===== src/logic/access_ctl_pkg.sv =====
`default_nettype none
package access_ctl_pkg;

    // register byte offsets on the bus
    localparam logic [7:0] ADDR_CMD    = 8'h00;
    localparam logic [7:0] ADDR_STATUS = 8'h04;
    localparam logic [7:0] ADDR_TEST   = 8'h08;
    localparam logic [7:0] ADDR_MAKER  = 8'h0c;
    localparam logic [7:0] ADDR_FUSE   = 8'h10;
    localparam logic [7:0] ADDR_CNT0   = 8'h14;
    localparam logic [7:0] ADDR_CNT1   = 8'h18;
    localparam logic [7:0] ADDR_CNT2   = 8'h1c;
    localparam logic [7:0] ADDR_CNT3   = 8'h20;

    // command word fields
    localparam int CMD_OP_LSB  = 0;
    localparam int CMD_TGT_LSB = 4;
    localparam int CMD_IDX_LSB = 8;

    // operation codes
    localparam logic [1:0] OP_WRITE = 2'h1;
    localparam logic [1:0] OP_ERASE = 2'h2;

    // operation targets
    localparam logic [2:0] TGT_TEST   = 3'h0;
    localparam logic [2:0] TGT_MAKER  = 3'h1;
    localparam logic [2:0] TGT_EC     = 3'h2;
    localparam logic [2:0] TGT_AZ2    = 3'h3;
    localparam logic [2:0] TGT_ECEN   = 3'h4;
    localparam logic [2:0] TGT_MLOCK  = 3'h5;
    localparam logic [2:0] TGT_ISSUER = 3'h6;

    // fuse word positions
    localparam int FUSE_ECEN_BIT  = 16;
    localparam int FUSE_MLOCK_BIT = 17;

    // status bit positions
    localparam int ST_MODE2   = 0;
    localparam int ST_CODE_OK = 1;
    localparam int ST_KEY     = 2;
    localparam int ST_BUSY    = 3;
    localparam int ST_REFUSED = 4;
    localparam int ST_COUNT   = 5;
    localparam int ST_EMPTY   = 6;
    localparam int ST_ARMED   = 7;

    // sizes
    localparam int EC_BITS   = 128;
    localparam int ZONE_BITS = 16;

    // values after reset: every fuse and cell unblown / erased
    localparam logic [15:0]  TEST_RST   = 16'hffff;
    localparam logic [15:0]  MAKER_RST  = 16'hffff;
    localparam logic [15:0]  ISSUER_RST = 16'hffff;
    localparam logic [127:0] EC_RST     = {128{1'b1}};
    localparam logic         ECEN_RST   = 1'b1;
    localparam logic         MLOCK_RST  = 1'b1;

    // programming cycle length in core clocks
    localparam int PROG_CYCLES = 8;

endpackage
`default_nettype wire


===== src/logic/zone_fuse_access_control.sv =====
// Functional notes
// - erase counting for zone two only in mode 2 with enable fuse at 1
// - with counting active, at most 128 zone two erases between resets
// - all 128 counter bits at 0 and the last bit's erase spent blocks any further zone two erase
// - counter bits can only be written, never erased back to 1
// - enable fuse blown: unlimited zone two erases, counter ignored
// - test zone read, write, erase always allowed, no code needed
// - maker zone always readable
// - maker zone write or erase needs the validated flag
// - maker lock fuse blown makes maker zone read-only
// - issuer fuse blown also makes maker zone read-only
// - issuer fuse blown freezes the counter enable fuse
// - issuer fuse reading 1 means mode 1, reading 0 means mode 2
// - unblown fuse bit is 1, blown fuse bit is 0
// - validated flag set on correct code check, gates write and erase
// - in mode 2 zone two erases only as a whole block
// - mode 2 zone two erase needs code and erase key validated
//
// Our own choices: the Wishbone register port and the address map.
`timescale 1ns/1ps
`default_nettype none
module zone_fuse_access_control
    import access_ctl_pkg::*;
#(
    parameter int PROG_LEN = PROG_CYCLES
) (
    input  wire logic        core_clk,
    input  wire logic        rst_n,
    input  wire logic        wb_cyc_i,
    input  wire logic        wb_stb_i,
    input  wire logic        wb_we_i,
    input  wire logic [7:0]  wb_adr_i,
    input  wire logic [3:0]  wb_sel_i,
    input  wire logic [31:0] wb_dat_i,
    output logic      [31:0] wb_dat_o,
    output logic             wb_ack_o,
    input  wire logic        code_match_ok,
    input  wire logic        erase_key_ok,
    output logic             az2_erase_pulse,
    output logic             az2_erase_block,
    output logic      [4:0]  az2_erase_word,
    output logic             prog_busy
);
    // stored cells and fuses
    logic [15:0]  test_zone_r;
    logic [15:0]  test_zone_nxt;
    logic [15:0]  maker_zone_r;
    logic [15:0]  maker_zone_nxt;
    logic [127:0] ec_r;
    logic [127:0] ec_nxt;
    logic [15:0]  issuer_r;
    logic [15:0]  issuer_nxt;
    logic         ecen_r;
    logic         ecen_nxt;
    logic         mlock_r;
    logic         mlock_nxt;
    // session flags; code_ok_r and key_r cleared only by reset
    logic         code_ok_r;
    logic         code_ok_nxt;
    logic         key_r;
    logic         key_nxt;
    logic         armed_r;
    logic         armed_nxt;
    logic         refused_r;
    logic         refused_nxt;
    // bus and outputs
    logic         ack_r;
    logic         ack_nxt;
    logic [31:0]  dat_r;
    logic [31:0]  dat_nxt;
    logic         pulse_r;
    logic         pulse_nxt;
    logic         block_r;
    logic         block_nxt;
    logic [4:0]   word_r;
    logic [4:0]   word_nxt;

    logic         wb_req;
    logic         cmd_go;
    logic         go_ok;
    logic         allow;
    logic [1:0]   op;
    logic [2:0]   tgt;
    logic [6:0]   idx;
    logic         mode2;
    logic         count_act;
    logic         ec_empty;
    logic         busy;
    logic [31:0]  status;

    // one request per cycle; ack_r blocks a second take of the same one
    assign wb_req = wb_cyc_i & wb_stb_i & ~ack_r;
    assign cmd_go = wb_req & wb_we_i & (wb_adr_i == ADDR_CMD)
                  & wb_sel_i[0] & wb_sel_i[1];
    assign op     = wb_dat_i[CMD_OP_LSB +: 2];
    assign tgt    = wb_dat_i[CMD_TGT_LSB +: 3];
    assign idx    = wb_dat_i[CMD_IDX_LSB +: 7];

    // fuse reading 1 is unblown; issuer word at 0 means mode 2
    assign mode2     = ~|issuer_r;
    assign count_act = mode2 & ecen_r;
    assign ec_empty  = ~|ec_r;

    // access decision for the command on the bus
    always_comb begin
        allow = 1'b0;
        unique case (tgt)
            TGT_TEST: begin
                allow = (op == OP_WRITE) | (op == OP_ERASE);
            end
            TGT_MAKER: begin
                allow = ((op == OP_WRITE) | (op == OP_ERASE))
                      & code_ok_r & mlock_r & ~mode2;
            end
            TGT_EC: begin
                // erase never allowed; write only of a still-set bit
                allow = (op == OP_WRITE) & code_ok_r & ec_r[idx];
            end
            TGT_AZ2: begin
                if (mode2) begin
                    // one written bit buys one erase, the last one too
                    allow = (op == OP_ERASE) & code_ok_r & key_r
                          & (~count_act | armed_r);
                end else begin
                    allow = (op == OP_ERASE) & code_ok_r;
                end
            end
            TGT_ECEN: begin
                allow = ((op == OP_WRITE) | (op == OP_ERASE))
                      & code_ok_r & ~mode2;
            end
            TGT_MLOCK, TGT_ISSUER: begin
                allow = (op == OP_WRITE) & code_ok_r;
            end
            default: begin
                allow = 1'b0;
            end
        endcase
    end

    // a busy programming cycle refuses any new command
    assign go_ok = cmd_go & allow & ~busy;

    // next state of cells, fuses and flags
    always_comb begin
        test_zone_nxt  = test_zone_r;
        maker_zone_nxt = maker_zone_r;
        ec_nxt         = ec_r;
        issuer_nxt     = issuer_r;
        ecen_nxt       = ecen_r;
        mlock_nxt      = mlock_r;
        armed_nxt      = armed_r;
        pulse_nxt      = 1'b0;
        block_nxt      = block_r;
        word_nxt       = word_r;
        code_ok_nxt    = code_ok_r | code_match_ok;
        key_nxt        = key_r | erase_key_ok;
        refused_nxt    = cmd_go ? ~(allow & ~busy) : refused_r;
        if (go_ok) begin
            unique case (tgt)
                TGT_TEST: begin
                    if (op == OP_WRITE) begin
                        test_zone_nxt[idx[3:0]] = 1'b0;
                    end else begin
                        test_zone_nxt = TEST_RST;
                    end
                end
                TGT_MAKER: begin
                    if (op == OP_WRITE) begin
                        maker_zone_nxt[idx[3:0]] = 1'b0;
                    end else begin
                        maker_zone_nxt = MAKER_RST;
                    end
                end
                TGT_EC: begin
                    ec_nxt[idx] = 1'b0;
                    armed_nxt   = 1'b1;
                end
                TGT_AZ2: begin
                    pulse_nxt = 1'b1;
                    block_nxt = mode2;
                    word_nxt  = idx[4:0];
                    armed_nxt = 1'b0;
                end
                TGT_ECEN: begin
                    ecen_nxt = (op == OP_ERASE);
                end
                TGT_MLOCK: begin
                    mlock_nxt = 1'b0;
                end
                TGT_ISSUER: begin
                    // blown as one word so the mode flips cleanly
                    issuer_nxt = '0;
                    armed_nxt  = 1'b0;  // mode 1 writes buy no erase
                end
                default: begin
                    armed_nxt = armed_r;
                end
            endcase
        end
    end

    // status word shows the block's own state
    always_comb begin
        status              = '0;
        status[ST_MODE2]    = mode2;
        status[ST_CODE_OK]  = code_ok_r;
        status[ST_KEY]      = key_r;
        status[ST_BUSY]     = busy;
        status[ST_REFUSED]  = refused_r;
        status[ST_COUNT]    = count_act;
        status[ST_EMPTY]    = ec_empty;
        status[ST_ARMED]    = armed_r;
    end

    // bus answer: ack one cycle after the request, read data with it
    always_comb begin
        ack_nxt = wb_req;
        dat_nxt = dat_r;
        if (wb_req & ~wb_we_i) begin
            unique case (wb_adr_i)
                ADDR_STATUS: dat_nxt = status;
                ADDR_TEST:   dat_nxt = {16'h0000, test_zone_r};
                ADDR_MAKER:  dat_nxt = {16'h0000, maker_zone_r};
                ADDR_FUSE: begin
                    dat_nxt = {14'h0000, mlock_r, ecen_r, issuer_r};
                end
                ADDR_CNT0:   dat_nxt = ec_r[31:0];
                ADDR_CNT1:   dat_nxt = ec_r[63:32];
                ADDR_CNT2:   dat_nxt = ec_r[95:64];
                ADDR_CNT3:   dat_nxt = ec_r[127:96];
                default:     dat_nxt = 32'h0000_0000;
            endcase
        end
    end

    always_ff @(posedge core_clk) begin
        if (!rst_n) begin
            test_zone_r  <= TEST_RST;
            maker_zone_r <= MAKER_RST;
            ec_r         <= EC_RST;
            issuer_r     <= ISSUER_RST;
            ecen_r       <= ECEN_RST;
            mlock_r      <= MLOCK_RST;
            code_ok_r    <= 1'b0;
            key_r        <= 1'b0;
            armed_r      <= 1'b0;
            refused_r    <= 1'b0;
            ack_r        <= 1'b0;
            dat_r        <= 32'h0000_0000;
            pulse_r      <= 1'b0;
            block_r      <= 1'b0;
            word_r       <= 5'h00;
        end else begin
            test_zone_r  <= test_zone_nxt;
            maker_zone_r <= maker_zone_nxt;
            ec_r         <= ec_nxt;
            issuer_r     <= issuer_nxt;
            ecen_r       <= ecen_nxt;
            mlock_r      <= mlock_nxt;
            code_ok_r    <= code_ok_nxt;
            key_r        <= key_nxt;
            armed_r      <= armed_nxt;
            refused_r    <= refused_nxt;
            ack_r        <= ack_nxt;
            dat_r        <= dat_nxt;
            pulse_r      <= pulse_nxt;
            block_r      <= block_nxt;
            word_r       <= word_nxt;
        end
    end

    // accepted operations hold off further commands while programming
    prog_timer #(
        .CYCLES (PROG_LEN)
    ) u_timer (
        .core_clk (core_clk),
        .rst_n    (rst_n),
        .start    (go_ok),
        .busy     (busy)
    );

    assign wb_ack_o        = ack_r;
    assign wb_dat_o        = dat_r;
    assign az2_erase_pulse = pulse_r;
    assign az2_erase_block = block_r;
    assign az2_erase_word  = word_r;
    assign prog_busy       = busy;
endmodule
`default_nettype wire


===== src/logic/prog_timer.sv =====
`timescale 1ns/1ps
`default_nettype none
module prog_timer #(
    parameter int CYCLES = 8
) (
    input  wire logic core_clk,
    input  wire logic rst_n,
    input  wire logic start,
    output logic      busy
);
    localparam int CW = $clog2(CYCLES + 1);
    localparam logic [CW-1:0] CNT_LOAD = CW'(CYCLES);

    logic [CW-1:0] cnt_r;
    logic [CW-1:0] cnt_nxt;

    // load on start, count down to idle
    always_comb begin
        cnt_nxt = cnt_r;
        if (start) begin
            cnt_nxt = CNT_LOAD;
        end else if (cnt_r != '0) begin
            cnt_nxt = cnt_r - CW'(1);
        end
    end

    always_ff @(posedge core_clk) begin
        if (!rst_n) begin
            cnt_r <= '0;
        end else begin
            cnt_r <= cnt_nxt;
        end
    end

    assign busy = (cnt_r != '0);
endmodule
`default_nettype wire


===== config.mk =====
export PLATFORM = sky130hd
export DESIGN_NAME = zone_fuse_access_control
export DESIGN_NICKNAME = d
export VERILOG_FILES = /design/src/logic/access_ctl_pkg.sv /design/src/logic/zone_fuse_access_control.sv /design/src/logic/prog_timer.sv
export SDC_FILE = /design/constraint.sdc
export NUM_CORES = 1
export LEC_CHECK = 0
export BUFFER_PORTS_ARGS = -buffer_cell sky130_fd_sc_hd__buf_2
export CORE_ASPECT_RATIO = 0.7
export CORE_MARGIN = 1
export CORE_UTILIZATION = 35
export DETAILED_ROUTE_END_ITERATION = 8
export PLACE_DENSITY = 0.61
export SLEW_MARGIN = 20
export SYNTH_ARGS = -nofsm -noshare
export SYNTH_HDL_FRONTEND = slang
export SYNTH_SLANG_ARGS = --single-unit

===== constraint.sdc =====
create_clock -name core_clk -period 6.7 [get_ports core_clk]
set_input_delay 1.34 -clock core_clk [delete_from_list [all_inputs] [get_ports core_clk]]
set_output_delay 1.34 -clock core_clk [all_outputs]
set_load 0.1 [all_outputs]

== Word-level counts from Yosys, hierarchy flattened ==
Cells that the tools add are included.

* Mux-type cells: 15
* Equal/unequal tests: 16
* Bitwise logic cells: 35
* Order comparisons: 4
* $add $sub $neg: 1
* Reductions and logical operators: 23

{| class="wikitable"
|+ Operator list
! kind !! count
|-
| $pmux W32 S8 || 1
|-
| $and A128 B128 Y128 || 1
|-
| $not A128 Y128 || 1
|-
| $reduce_or A128 Y1 || 1
|-
| $and A16 B16 Y16 || 2
|-
| $eq A8 B5 Y1 const B || 4
|-
| $mux W16 || 2
|-
| $and A1 B1 Y1 || 20
|-
| $reduce_and A2 Y1 || 9
|-
| $eq A8 B4 Y1 const B || 2
|-
| $not A16 Y16 || 1
|-
| $reduce_or A16 Y1 || 1
|-
| $eq A3 B3 Y1 const B || 3
|-
| $eq A8 B3 Y1 const B || 1
|-
| $eq A8 B6 Y1 const B || 1
|-
| $logic_not A8 Y1 || 1
|-
| $lt A7 B8 Y1 const B || 1
|-
| $mux W4 || 2
|-
| $bmux W1 S7 || 1
|-
| $demux W1 S7 || 1
|-
| $ge A7 B1 Y1 const B || 1
|-
| $eq A3 B2 Y1 const B || 2
|-
| $not A1 Y1 || 6
|-
| $pmux W1 S6 || 1
|-
| 16 further kinds || 28
|}

* Output and inout bits: 41
* Register bits: 226

== Logic depth before layout (Yosys ltp) ==
* Word-level depth: 11
* Mapped depth: 13

== Cells and area by module ==
Synthesis repeated with hierarchy kept, for this count alone.

* Cell total of the unflattened synthesis: 1,085
* Area total of the unflattened synthesis: 10,010.9 µm²

{| class="wikitable"
|+ Modules (own cells, without submodules)
! module !! area each (µm²) !! cells each !! instances !! seq. area each (µm²)
|-
| zone_fuse_access_control || 9,805.7 || 1,063 || 1 || 4,144.0
|-
| prog_timer || 205.2 || 22 || 1 || 80.1
|}

== Worst setup path after synthesis ==
No wires, ideal clock.

* Path kind: input to register
* Start point: input port wb_dat_i[8]
* End point: register ec_r[103]
* Library setup time: 0.129 ns
* Data arrival time: 3.400 ns
* Slack: 3.171 ns
* Cell stages on the path: 12
* Data required time: 6.571 ns
* Path buffers: 5
* Path through: buf_2 > buf_6 > or3b_1 > o221a_1 > nand4_1 > nand3_1 > and4_1 > buf_2 > buf_2 > buf_2 > o41ai_1 > nand2_1

* Longest elaborated chain between the ends: 7
* Elaborated cells between the ends (all ways): 14
* Classes of those cells: order compare: 2; mux: 5; bitwise: 5; reduce/logical: 2

{| class="wikitable"
|+ Ends and longest elaborated chain
! item !! RTL line !! text
|-
| start: declaration || zone_fuse_access_control.sv:34 || <nowiki>input wire logic [31:0] wb_dat_i,</nowiki>
|-
| $bmux W1 S7 || zone_fuse_access_control.sv:117 || <nowiki>allow = (op == OP_WRITE) & code_ok_r & ec_r[idx];</nowiki>
|-
| $mux W1 (not written as such) || zone_fuse_access_control.sv:117 ||
|-
| $and A1 B1 Y1 || zone_fuse_access_control.sv:117 ||
|-
| $pmux W1 S6 || zone_fuse_access_control.sv:107 || <nowiki>unique case (tgt)</nowiki>
|-
| $and A1 B1 Y1 (2 in a row) || zone_fuse_access_control.sv:142 || <nowiki>assign go_ok = cmd_go & allow & ~busy;</nowiki>
|-
| $reduce_and A2 Y1 (no source line) || -- ||
|-
| end signal: assignment || zone_fuse_access_control.sv:257 || <nowiki>ec_r <= ec_nxt;</nowiki>
|-
| end: declaration || zone_fuse_access_control.sv:49 || <nowiki>logic [127:0] ec_r;</nowiki>
|}

Several ways; a longest one is shown, not always the timed one. The select of a mux whose other input is x is not followed.
A chain may end at the register's enable or synchronous reset.

== Worst setup path in the final report ==
* Start point: input port wb_dat_i[8]
* End point: register ec_r[51]

The elaborated chain is that of the path after synthesis.

==> impl_metrics.tcl <==
set metrics [dict create \
    status "completed" \
    dp_cells 1431 \
    worst_slew_pin_slew_ns 1.20 \
    rsz0062_at_grt "false" \
    viasPerCell 6.49 \
    grt_pass1_vias 8530 \
    synth.yosys.seq_area_share 0.424 \
    p_per_area_mw_per_mm2 263 \
    cts_tree "yes" \
    tns_ns 0 \
    overflow 0 \
    ant_nets 0 \
    antenna_found_initial 2 \
    maxSlewViolCount 0 \
    drive_gt1_frac 0.152 \
    synth_cells 1089 \
    critPathMaxFanout 64 \
    cts_max_path_buffers 3 \
    fin_worst_skew_ns 0.0124 \
    finalNonFillerCells 1471 \
    start_util 0.357 \
    arrival_ns 5.01 \
    irDropWorstVdd_v 0.000140 \
    grt_usage 0.241 \
    grt_max_degree 101 \
    worstPathRequired_ns 7.15 \
    worst_setup_path_start_kind "input pin" \
    end_kind "register" \
    cts-resized-gates 0 \
    route.detailed.drc 0 \
    die_h_um 143 \
    crit_type "input pin to register" \
    die_area_sq_mm 0.0292 \
    clk_latency_ns 0.52 \
    drt_iter0_drc 1691 \
    syn_nets 1144 \
    fmax_ghz 0.219 \
    dp_slack_ns 1.80 \
    grt_pass1_wl_um 54200 \
    gp_congestion 0.918 \
    postSynthAreaPerCell_sq_um 9.15 \
    synth-edff-count 0 \
    hold_buffers 0 \
    fp-row-count 51 \
    die_x_um 204 \
    antenna_cells 0 \
    clkTransAtPathRegs_ns 0.06 \
    core_area_sq_mm 0.0279 \
    hold_viol_final 0 \
    min_period_over_period 0.681 \
    wl_um 35900 \
    synth_cell_types 54 \
    min_path_type "register to register" \
    cts_made_buffers 22 \
    setup_viol 0 \
    syn_area_sq_mm 0.00996 \
    synth_warnings 0 \
    power.leakage_uw 0.00365 \
    wl_per_cell_um 24.4 \
    clock-sinks 211 \
    hpwl_um 23500 \
    dr_total_vias 9541 \
    maxCapViolations 0 \
    cts-root-buf "clkbuf_16" \
    firstDrtPassIters 9 \
    nNetsFinal 1140 \
    cts_setup_buffers 0 \
    synth-seq-cells 211 \
    ios 92 \
    synth_top_flop_cell "dfxtp_1" \
    area_growth_pct 11.4 \
    synth_async_sr_flop_share 0 \
    portBuffers 69 \
    layout_setup_ws_ns 2.14 \
    h-tree-depth 1 \
    max_slew_margin 0.198 \
    fin_crit_ns 4.56 \
]
routing by layer:
layer  up-vias  track usage  routed length, um  part of all wire
li1       4252            -                  -                 -
met1      4584        0.366              15900              0.44
met2       622        0.340              14600              0.41
met3        79       0.0568               4570              0.13
met4         4       0.0510                787             0.022
met5         -            0                 32           0.00089
cells in the final DEF (no fill, tap or decap), drive strengths merged, types with 4 or more instances in the layout:
master | Yosys | final
mux2i | 13 | 13
a22oi | 29 | 29
dfxtp | 211 | 211
nand2 | 226 | 226
nand2b | 6 | 6
nand3 | 24 | 24
o41ai | 128 | 128
nor2b | 12 | 12
ha | 4 | 4
o21ai | 49 | 49
o21a | 4 | 4
a21oi | 5 | 5
mux4 | 24 | 24
a221oi | 21 | 21
or3 | 4 | 4
o31ai | 16 | 16
buf | 41 | 81
inv | 7 | 7
clkbuf | 68 | 32
nor4 | 36 | 36
mux2 | 12 | 12
nand3b | 5 | 5
nor2 | 36 | 36
nand4 | 11 | 11
a31oi | 31 | 31
clkinv | 0 | 5
nor3 | 9 | 9
a222oi | 22 | 22
a21o | 4 | 4
path summary, 6_finish.rpt:
kind                       start              to  slack, ns  cells past startpoint
hold / removal    test_zone_r[1]  test_zone_r[1]       0.46                      2
setup / recovery     wb_dat_i[8]        ec_r[51]       2.14                      9
hold reg to reg   test_zone_r[1]  test_zone_r[1]       0.46                      2
setup reg to reg        wb_ack_o         ec_r[8]       3.55                      7
cell type report:
cell class | instances | area (sq um)
multi-input cells | 762 | 5200
fillers | 2780 | 16800
clock inverters | 7 | 85.1
well taps | 371 | 464
clock buffers | 32 | 649
repair buffers | 81 | 450
flip-flops and latches | 211 | 4220
inverters | 7 | 26.3
synthesized netlist by cell type (all sizes together) (12+ instances only):
master | number | area share
dfxtp | 211 | 0.42
o31ai | 16 | 0.012
a31oi | 31 | 0.019
mux2 | 12 | 0.014
o41ai | 128 | 0.11
nand2 | 226 | 0.085
nor2 | 36 | 0.014
a22oi | 29 | 0.022
nor2b | 12 | 0.0075
mux2i | 13 | 0.013
nor4 | 36 | 0.024
o21ai | 49 | 0.025
a222oi | 22 | 0.022
buf | 41 | 0.030
mux4 | 24 | 0.054
a221oi | 21 | 0.018
clkbuf | 68 | 0.026
nand3 | 24 | 0.013
sequential cells by signal, summed over array words and instances, names as in the netlist, 4 cells and up:
name and cells:
ec_r 128, wb_dat_o 32, maker_zone_r 16, test_zone_r 16, az2_erase_word 5, u_timer.cnt_r 4
cell families after synthesis:
kind of cell	synth area share
AND/OR/NAND/NOR	0.175
AO/OA/AOI/OAI	0.256
flip-flops	0.424
buffers and inverters	0.0581
multiplexers	0.0809
adder cells (fa/ha/maj)	0.00502
XOR/XNOR	0.00176
power breakdown:
group / internal, uW / switching, uW / leakage (uW)
sequential: 1270 / 14.5 / 0.00171
combinational: 77.8 / 290 / 0.00158
clock: 747 / 514 / 0.000366
through the flow:
stage	hold WS [ns]	area [sq um]	util	power, uW
after global placement	0.442	10300	0.371	1670
final	0.457	11100	0.398	2920
after floorplan	0.434	9960	-	1590
after CTS	0.458	11100	0.397	2920
after global routing	0.463	11100	0.398	3000
after detailed placement	0.449	10300	0.371	1680
worst max-delay path: stages:
cell      delay (ns)
buf_2           0.77
and3b_1         0.38
a221oi_1        0.57
nand3_1         0.17
nand3_1         0.13
and4_4          0.79
buf_4           0.48
o41ai_1         0.15
nand2_1         0.12
Power figures use the tool's default switching activity.
